$ cat config.mk
export PLATFORM = sky130hd
export DESIGN_NAME = frwp_host
export DESIGN_NICKNAME = d
export VERILOG_FILES = /design/src/hdl/frwp_host.v
export VERILOG_INCLUDE_DIRS = /design/src /design/src/pkg
export SDC_FILE = /design/constraint.sdc
export NUM_CORES = 1
export LEC_CHECK = 0
export BUFFER_PORTS_ARGS = -buffer_cell sky130_fd_sc_hd__buf_2
export CAP_MARGIN = 25
export CORE_MARGIN = 2
export CORE_UTILIZATION = 45
export DETAILED_ROUTE_END_ITERATION = 16
export PLACE_DENSITY = 0.73
export SETUP_SLACK_MARGIN = 0.1
export SLEW_MARGIN = 20
export SYNTH_ARGS = -nofsm -noshare
export SYNTH_HDL_FRONTEND = slang
export SYNTH_SLANG_ARGS = --single-unit
$ cat constraint.sdc
create_clock -name CLK -period 5.5 [get_ports CLK]
set_input_delay 0.825 -clock CLK [delete_from_list [all_inputs] [get_ports CLK]]
set_output_delay 0.825 -clock CLK [all_outputs]
set_load 0.005 [all_outputs]
$ cat src/pkg/frwp_defines.vh
`ifndef FRWP_DEFINES_VH
`define FRWP_DEFINES_VH

// Command codes
`define FRWP_CMD_READ_ARRAY   8'hFF
`define FRWP_CMD_READ_STATUS  8'h70
`define FRWP_CMD_CLEAR_STATUS 8'h50
`define FRWP_CMD_WRITE_SETUP  8'h40
`define FRWP_CMD_ERASE_SETUP  8'h20
`define FRWP_CMD_LOCK_SETUP   8'h60
`define FRWP_CMD_CONFIRM      8'hD0

// Operation kinds on OP_KIND
`define FRWP_OP_WRITE  2'h0
`define FRWP_OP_ERASE  2'h1
`define FRWP_OP_LOCK   2'h2
`define FRWP_OP_READ   2'h3

// Status bit positions
`define FRWP_SR_READY        7
`define FRWP_SR_ERASE_ERR    5
`define FRWP_SR_WRITE_ERR    4
`define FRWP_SR_SUPPLY_ERR   3

// Timing in ns and in 20 ns cycles
`define FRWP_CLK_NS              20
`define FRWP_WE_PULSE_NS         60
`define FRWP_WE_PULSE_CYC        ((`FRWP_WE_PULSE_NS + `FRWP_CLK_NS - 1) / `FRWP_CLK_NS)
`define FRWP_RESET_TO_READ_NS    400
`define FRWP_RESET_TO_READ_CYC   ((`FRWP_RESET_TO_READ_NS + `FRWP_CLK_NS - 1) / `FRWP_CLK_NS)
`define FRWP_RESET_TO_WRITE_NS   1000
`define FRWP_RESET_TO_WRITE_CYC  ((`FRWP_RESET_TO_WRITE_NS + `FRWP_CLK_NS - 1) / `FRWP_CLK_NS)
`define FRWP_READ_ACCESS_NS      120
`define FRWP_READ_ACCESS_CYC     ((`FRWP_READ_ACCESS_NS + `FRWP_CLK_NS - 1) / `FRWP_CLK_NS)

`endif

$ cat src/hdl/frwp_host.v
// Document rules this block follows or relies on
// RULE1 - Device flags supply error plus write or erase error on supply fault.
// RULE2 - Busy output stays low through internal reset after reset pin drops.
// RULE3 - Device aborts interrupted operation, enters deep power-down.
// RULE4 - Host repeats whole command sequence of any operation aborted by reset; this block does not repeat it, the caller reissues.
// RULE5 - Device clears status on power-off and reset pin low.
// RULE6 - Command interface keeps latched command across supply and enable changes.
// RULE7 - Command interface enters read-array at power-up and deep power-down exit.
// RULE8 - Host writes read-array command after each data-altering operation completes.
// RULE9 - Writes happen only with write and chip enable both low.
// RULE10 - Data-altering operations use setup write then confirm write.
// RULE11 - Device ignores controls while reset pin is low.
// RULE12 - Host waits wake-up intervals after raising reset pin.
// RULE13 - Busy output low from accepted command until algorithm finishes.
// RULE14 - Read-array command returns device to read-array; host writes it last.
// RULE15 - Supply error or reset abort leaves state machine idle and ready.
`timescale 1ns/1ps
`include "frwp_defines.vh"

module frwp_host (
    // Clock and reset
    input  wire        CLK,
    input  wire        RST,
    // User request
    input  wire        REQ_VALID,
    input  wire [1:0]  OP_KIND,
    input  wire [19:0] REQ_ADDR,
    input  wire [7:0]  REQ_DATA,
    input  wire        PD_REQ,
    output reg         REQ_READY,
    output reg         DONE,
    output reg  [7:0]  RESULT,
    output reg         ERR_SUPPLY,
    output reg         ERR_OP,
    output reg         ABORTED,
    // Flash pins
    output reg  [19:0] FL_ADDR,
    input  wire [7:0]  FL_DQ_IN,
    output reg  [7:0]  FL_DQ_OUT,
    output reg         FL_DQ_OE_N,
    output reg         FL_CE_N,
    output reg         FL_WE_N,
    output reg         FL_OE_N,
    output reg         FL_RP_N,
    input  wire        FL_READY_BUSY_N_OUT_N
);

    localparam [10:0] S_WAKE   = 11'h001;
    localparam [10:0] S_IDLE   = 11'h002;
    localparam [10:0] S_WSET   = 11'h004;
    localparam [10:0] S_WGAP   = 11'h008;
    localparam [10:0] S_WREL   = 11'h010;
    localparam [10:0] S_POLL   = 11'h020;
    localparam [10:0] S_STAT   = 11'h040;
    localparam [10:0] S_READ   = 11'h080;
    localparam [10:0] S_PDOWN  = 11'h200;
    localparam [10:0] S_FIN    = 11'h400;

    localparam [1:0] PH_SETUP = 2'h0;
    localparam [1:0] PH_CONF  = 2'h1;
    localparam [1:0] PH_RA    = 2'h2;
    localparam [1:0] PH_RS    = 2'h3;

    // Counts kept 32 bits wide, cut to the 16-bit counter on every load
    localparam [31:0] WE_CYC_W   = `FRWP_WE_PULSE_CYC;
    localparam [31:0] RD_CYC_W   = `FRWP_READ_ACCESS_CYC;
    localparam [31:0] WAKE_CYC_W = `FRWP_RESET_TO_WRITE_CYC;

    reg [10:0] state_q;
    reg [10:0] state_d;
    reg [15:0] cnt_q;
    reg [1:0]  phase_q;
    reg [1:0]  op_q;
    reg [7:0]  data_q;
    reg        busy_seen_q;
    reg        aborted_q;

    wire [7:0] setup_code = (op_q == `FRWP_OP_ERASE) ? `FRWP_CMD_ERASE_SETUP :
                            (op_q == `FRWP_OP_LOCK)  ? `FRWP_CMD_LOCK_SETUP  :
                                                       `FRWP_CMD_WRITE_SETUP;
    wire [7:0] conf_code  = (op_q == `FRWP_OP_WRITE) ? data_q : `FRWP_CMD_CONFIRM;
    wire [7:0] cmd_code   = (phase_q == PH_SETUP) ? setup_code :
                            (phase_q == PH_CONF)  ? conf_code  :
                            (phase_q == PH_RS)    ? `FRWP_CMD_READ_STATUS :
                                                    `FRWP_CMD_READ_ARRAY;
    wire       cnt_zero   = (cnt_q == 16'h0000);

    always @* begin
        state_d = state_q;
        case (state_q)
            S_WAKE:  if (cnt_zero) state_d = S_IDLE; // RULE12
            S_IDLE:  if (PD_REQ) state_d = S_PDOWN;
                     else if (REQ_VALID) state_d = (OP_KIND == `FRWP_OP_READ) ? S_READ : S_WSET;
            S_WSET:  if (cnt_zero) state_d = S_WREL;
            S_WREL:  if (cnt_zero) state_d = S_WGAP;
            S_WGAP:  begin
                if (phase_q == PH_SETUP) state_d = S_WSET; // RULE10
                else if (phase_q == PH_CONF) state_d = S_POLL;
                else if (phase_q == PH_RS) state_d = S_STAT;
                else if (op_q == `FRWP_OP_READ) state_d = S_READ;
                else state_d = S_FIN;
            end
            S_POLL:  if (busy_seen_q && FL_READY_BUSY_N_OUT_N) state_d = S_WSET; // RULE13
            S_STAT:  if (cnt_zero) state_d = S_WSET;
            S_READ:  if (cnt_zero) state_d = S_FIN;
            S_PDOWN: if (!PD_REQ) state_d = S_WAKE;
            S_FIN:   state_d = S_IDLE;
            default: state_d = S_WAKE;
        endcase
    end

    always @(posedge CLK or posedge RST) begin
        if (RST) begin
            state_q     <= S_WAKE;
            cnt_q       <= WAKE_CYC_W[15:0];
            phase_q     <= PH_SETUP;
            op_q        <= 2'h0;
            data_q      <= 8'h00;
            busy_seen_q <= 1'b0;
            aborted_q   <= 1'b0;
            REQ_READY   <= 1'b0;
            DONE        <= 1'b0;
            RESULT      <= 8'h00;
            ERR_SUPPLY  <= 1'b0;
            ERR_OP      <= 1'b0;
            ABORTED     <= 1'b0;
            FL_ADDR     <= 20'h00000;
            FL_DQ_OUT   <= 8'hFF;
            FL_DQ_OE_N  <= 1'b1;
            FL_CE_N     <= 1'b1;
            FL_WE_N     <= 1'b1;
            FL_OE_N     <= 1'b1;
            FL_RP_N     <= 1'b0;
        end else begin
            state_q   <= state_d;
            DONE      <= 1'b0;
            REQ_READY <= (state_d == S_IDLE);
            if (!cnt_zero) cnt_q <= cnt_q - 16'h0001;
            case (state_q)
                S_WAKE: begin
                    FL_RP_N <= 1'b1;
                end
                S_IDLE: begin
                    if (PD_REQ) begin
                        // Pending operation sequence is lost; caller must reissue
                        FL_RP_N <= 1'b0; // RULE4
                    end else if (REQ_VALID) begin
                        op_q       <= OP_KIND;
                        data_q     <= REQ_DATA;
                        ERR_SUPPLY <= 1'b0;
                        ERR_OP     <= 1'b0;
                        ABORTED    <= 1'b0;
                        aborted_q  <= 1'b0;
                        FL_ADDR    <= REQ_ADDR;
                        if (OP_KIND == `FRWP_OP_READ) begin
                            FL_CE_N <= 1'b0;
                            FL_OE_N <= 1'b0;
                            cnt_q   <= RD_CYC_W[15:0];
                        end else begin
                            phase_q <= PH_SETUP;
                            cnt_q   <= WE_CYC_W[15:0];
                        end
                    end
                end
                S_WSET: begin
                    // Data driven in the same cycle the enables fall, both enables low together
                    FL_DQ_OUT  <= cmd_code;
                    FL_DQ_OE_N <= 1'b0;
                    FL_CE_N    <= 1'b0; // RULE9
                    FL_WE_N    <= 1'b0; // RULE9
                    if (cnt_zero) cnt_q <= WE_CYC_W[15:0];
                end
                S_WREL: begin
                    // WE raised first so the write latches with data still stable
                    FL_WE_N <= 1'b1; // RULE9
                    if (cnt_zero) begin
                        FL_CE_N    <= 1'b1;
                        FL_DQ_OE_N <= 1'b1;
                    end
                end
                S_WGAP: begin
                    cnt_q <= WE_CYC_W[15:0];
                    busy_seen_q <= 1'b0;
                    if (phase_q == PH_SETUP) phase_q <= PH_CONF;
                    else if (phase_q == PH_CONF) phase_q <= PH_RS;
                    else if (phase_q == PH_RS) begin
                        FL_CE_N <= 1'b0;
                        FL_OE_N <= 1'b0;
                        cnt_q   <= RD_CYC_W[15:0];
                    end
                end
                S_POLL: begin
                    if (!FL_READY_BUSY_N_OUT_N) busy_seen_q <= 1'b1; // RULE13
                    if (busy_seen_q && FL_READY_BUSY_N_OUT_N) cnt_q <= WE_CYC_W[15:0];
                end
                S_STAT: begin
                    if (cnt_zero) begin
                        RESULT     <= FL_DQ_IN;
                        ERR_SUPPLY <= FL_DQ_IN[`FRWP_SR_SUPPLY_ERR]; // RULE1
                        ERR_OP     <= FL_DQ_IN[`FRWP_SR_WRITE_ERR] |
                                      FL_DQ_IN[`FRWP_SR_ERASE_ERR]; // RULE1
                        FL_CE_N    <= 1'b1;
                        FL_OE_N    <= 1'b1;
                        // Read-array ends every altering operation
                        phase_q    <= PH_RA; // RULE8 RULE14
                        cnt_q      <= WE_CYC_W[15:0];
                    end
                end
                S_READ: begin
                    if (cnt_zero) begin
                        RESULT  <= FL_DQ_IN;
                        FL_CE_N <= 1'b1;
                        FL_OE_N <= 1'b1;
                    end
                end
                S_PDOWN: begin
                    FL_RP_N <= 1'b0;
                    FL_CE_N <= 1'b1;
                    FL_WE_N <= 1'b1;
                    FL_OE_N <= 1'b1;
                    FL_DQ_OE_N <= 1'b1;
                    if (!PD_REQ) begin
                        FL_RP_N <= 1'b1;
                        cnt_q   <= WAKE_CYC_W[15:0]; // RULE12
                    end
                end
                S_FIN: begin
                    DONE    <= 1'b1;
                    ABORTED <= aborted_q;
                end
                default: ;
            endcase
        end
    end

endmodule

# == Word-level counts from Yosys, hierarchy flattened ==
# Cells that the tools add are included.
# totals
ff_bits,86
out_inout_bits,46
# op_classes
add_sub_neg,1
eq_ne,31
muxes,63
bitwise,2
reduce_logical,27
# ops
operator,n
$mux 11,13
$pmux 11 s10,1
$mux 16,6
$pmux 16 s5,1
$mux 8,5
$eq 11x2->1 const B,2
$ne 2x2->1 const B,11
$logic_not 16->1,1
$reduce_and 8->1,2
$sub 16x1->16 const B,1
$mux 1,15
$mux 2,6
$mux 3,4
$eq 11x1->1 const B,1
$eq 11x10->1 const B,1
$eq 11x11->1 const B,1
$eq 11x3->1 const B,1
$eq 11x4->1 const B,1
$eq 11x5->1 const B,1
$eq 11x6->1 const B,1
$eq 11x7->1 const B,1
$eq 11x8->1 const B,1
$pmux 1 s2,5
$reduce_bool 3->1,3
other kinds (23),39

# == Depth between registers and ports, before layout ==
# logic_depth
word_depth,7
depth_mapped,11
mapped_depth_nobuf,10

# == Least setup slack after synthesis ==
# Ideal clock, no wire load.
# synth_timing
path_type,register -> register
from,reg cnt_q[6]
to,reg cnt_q[0]
setup_ns,0.124
arrival_ns,2.435
required_ns,5.376
setup_slack_ns,2.941
path_stages_with_launch,10
path_buffers,1
period_less_slack_ns,2.559
cell_sequence,dfrtp_1 or4_4 or4_4 nor2_4 inv_2 buf_6 ha_1 a21oi_1 a41oi_1 a211o_1
# synth_between
elab_chain_len,5
# synth_rtl
element,line_no,source
from (decl),frwp_host.v:71,reg [15:0] cnt_q;
from (signal assigned),frwp_host.v:115,cnt_q <= WAKE_CYC_W[15:0];
from (signal assigned),frwp_host.v:138,if (!cnt_zero) cnt_q <= cnt_q - 16'h0001;
from (signal assigned),frwp_host.v:158,cnt_q <= RD_CYC_W[15:0];
$logic_not 16->1 *,frwp_host.v:86,wire cnt_zero = (cnt_q == 16'h0000);
$mux 16,frwp_host.v:138,
$mux 16,frwp_host.v:147,end else if (REQ_VALID) begin
$mux 16,frwp_host.v:144,if (PD_REQ) begin
$pmux 16 s5 *,frwp_host.v:139,case (state_q)
# Mark *: on every way between the ends. The rest lies on a longest branch, timed or not.
# A chain may end at the register's enable or synchronous reset.

# == Final worst setup path ==
# layout_timing
from,reg cnt_q[0]
to,reg cnt_q[2]
# layout_between
elab_chain_len,5
# layout_rtl
element,line_no
$sub 16x1->16 or $logic_not 16->1 (tied branches),"frwp_host.v:138, frwp_host.v:86"
$mux 16,frwp_host.v:138
$mux 16,frwp_host.v:147
$mux 16,frwp_host.v:144
$pmux 16 s5 *,frwp_host.v:139
# Marked as above.

==> summary.md <==
| Metric | Value |
|---|---|
| Status | `finished, final reports clean` |
| DIE WIDTH | `101 um` |
| Post-route cell area | `4920 sq um` |
| Final Hold Fails | `0` |
| FMAX | `around 320 MHz` |
| Hold Crit Class | `reg2reg` |
| Post-synth top flop | `dfrtp_1` |
| Tcrit/Tclk final | `0.562` |
| Final Core Density | `0.537` |
| Synth Area in Adders | `0.0178` |
| Worst-path fanout max | `13` |
| Asr flop ratio synth | `1.00` |
| Synth top area cells | `dfrtp_1 41%, nand2_1 11%, dfstp_2 10%` |
| Die H | `~100 um` |
| Most frequent cells in the layout | `122 x nand2_1, 87 x buf_2, 69 x dfrtp_1, 37 x nor2_1, 26 x o21ai_0` |
| Core area | `9150 sq um` |
| CTS resizes | `0` |
| Top cell type's share of synthesized area | `0.410` |
| Measured slew at the worst slew-check pin | `0.899 ns` |
| Final-report max-slew violation count | `0` |
| Crit. End Element | `register` |
| Number of synthesized flops with an enable pin | `0` |
| Worst EP arrival | `3.31 ns` |
| Vias in the first global route | `3464` |
| Post-synthesis simple-gate area fraction | `0.262` |
| First-pass GRT wire length | `16.2 mm` |
| Gp weighted congestion | `0.895` |
| Post-CTS setup buffer count | `0` |
| Compound-cell area share of the yosys netlist | `0.117` |
| PwrDens | `approximately 230 nW/um^2` |
| Clock transition at the registers of the reported paths | `approximately 0.090 ns` |
| Worst Clk Skew | `between 0.01 and 0.015 ns` |
| Main combinational cell family by area after synthesis | `simple AND/OR/NAND/NOR gates` |
| Crit path kind | `reg2reg` |
| # DRC | `0` |
| Mux contribution to synthesized area | `0.0240` |
| Sink Count | `85` |
| Fillers | `a little over 800` |
| HPWL Detailed | `just under 7 mm` |
| Peak VDD IR | `approximately 0.00015 V` |
| Yosys top cell by area | `dfrtp_1` |
| Synth Instances | `464` |
| Ports | `89` |
| CTS max path bufs | `2` |
| Root Driver | `clkbuf_8` |
| Pre-antenna DRT Iters | `6` |
| Initial DRC count | `roughly 230` |
| Pin count of the biggest net entering global routing | `86` |
| Initial Util | `0.460` |
| WL/cell | `14.7 um` |
| Share of layout cells above drive strength 1 | `0.263` |
| Post-Route WL | `9.65 mm` |
| Cell variety after synth | `58` |
| Port bufs | `87` |
| Total grt overflow | `0` |
| CTS tree | `yes` |
| Post-synthesis sequential area ratio | `0.510` |
| Placed Instance Area | `4720 sq um` |
| Final setup vio count | `0` |
| Critical Path Source Type | `register` |
| YS warnings | `0` |
| Clk Latency, worst-skew pair | `between 0.3 and 0.4 ns` |
| Setup_tns | `0 ns` |
| Max Cap Viol | `0` |
| Vias/cell | `between 5 and 6` |
| Htree depth | `3` |
| Most common cell after layout, fill and taps aside | `nand2_1` |
| Die area | `10200 sq um` |
| Yosys reg bits | `between 80 and 90` |
| Diode count | `0` |
| Leak | `about 2.4 nW` |
| Max-slew headroom | `0.395` |
| GRT Total Usage | `0.199` |
| WP data required | `roughly 5.7 ns` |
| Total number of vias | `roughly 3600` |
| Row cnt | `35` |
| Area grow syn2layout | `16.7%` |
| Number of hold buffers added after CTS | `0` |
| Nets | `591` |
| Antenna violations before repair | `0` |
| CTS buffer count | `9` |
| Post-Synth XOR/XNOR Area | `0.0333` |
| RSZ-0062 raised after global routing | `false` |
| Min Tclk post-route | `between 3 and 4 ns` |
| Post-synth design cell area | `between 4000 and 5000 sq um` |
| ANT nets after route | `0` |
| Avg Synthesized Cell Area | `approximately 9.1 sq um` |
[worst max-delay path, cell delays in order (launching register included)]
cell	delay (ns)
dfrtp_1	0.41
inv_1	0.09
ha_1	0.15
or3b_2	0.47
or4_1	0.46
nor2_4	0.30
inv_2	0.22
o21ai_1	0.19
and4_1	0.49
o21ai_0	0.17
[power by group]
group / internal, mW / switching [mW] / total [mW]
clock: 0.193 / 0.230 / 0.423
sequential: 0.635 / 0.00665 / 0.642
combinational: 0.0250 / 0.0371 / 0.0621
total: 0.853 / 0.274 / 1.13
[routing by layer]
layer  vias up  track usage  share of wire
li1       1743            -              -
met1      1695        0.273           0.45
met2       140        0.320           0.47
met3        15       0.0472          0.063
met4         0       0.0516          0.012
met5         -            0              0
[synthesized netlist by cell type (6+ instances only)]
cell type / n
mux2_2: 9
nand3_1: 8
nand2_1: 122
clkbuf_1: 20
dfstp_2: 16
nor3_1: 9
nand4_1: 8
nor2_1: 38
inv_1: 8
ha_1: 6
a21oi_1: 18
xor2_1: 10
xnor2_1: 6
o21ai_0: 26
and3_1: 7
dfrtp_1: 69
[flip-flops by register name, indices dropped and copies added (netlist names), 2 cells and up]
name and flops:
FL_ADDR 20, cnt_q 16, state_q 11, FL_DQ_OUT 8
RESULT 8, data_q 8, op_q 2, phase_q 2
[metrics by stage]
step	cells	total power [mW]	hold slack, ns	worst slack, ns
finish	658	1.13	0.469	2.41
global route	658	1.18	0.493	2.18
CTS	658	1.14	0.476	2.42
detailed placement	642	0.716	0.452	2.43
global placement	642	0.715	0.446	2.49
floorplan	465	0.683	0.430	2.51
[cell type report]
class | count | area (sq um) | share of cell area
clock buffers | 11 | 151 | 0.0308
clock inverters | 5 | 41.3 | 0.00839
inverters | 9 | 35.0 | 0.00712
multi-input cells | 346 | 1940 | 0.394
flip-flops and latches | 85 | 2150 | 0.437
well taps | 111 | 139 | 0.0282
repair buffers | 91 | 469 | 0.0954
[cells by family (layout without fill, tap and decap cells)]
family / after synthesis / count (layout)
flip-flops: 85 / 85
other: 1 / 2
buffers and inverters: 34 / 116
AO/OA/AOI/OAI: 79 / 79
AND/OR/NAND/NOR: 234 / 234
adder cells (fa/ha/maj): 6 / 6
multiplexers: 9 / 9
XOR/XNOR: 16 / 16
[final timing paths]
| kind | from | to | slack, ns | cells past startpoint |
|---|---|---|---|---|
| worst min-delay path | data_q[7] | data_q[7] | 0.47 | 2 |
| max in group asynchronous | RST | cnt_q[9] | 4.32 | 3 |
| min in group asynchronous | RST | RESULT[6] | 0.64 | 3 |
| worst max-delay path | cnt_q[0] | cnt_q[2] | 2.41 | 9 |
| worst max register to register | cnt_q[0] | cnt_q[2] | 2.41 | 9 |
| worst min register to register | data_q[7] | data_q[7] | 0.47 | 2 |
Note: power is estimated with default switching activity, not from simulation.
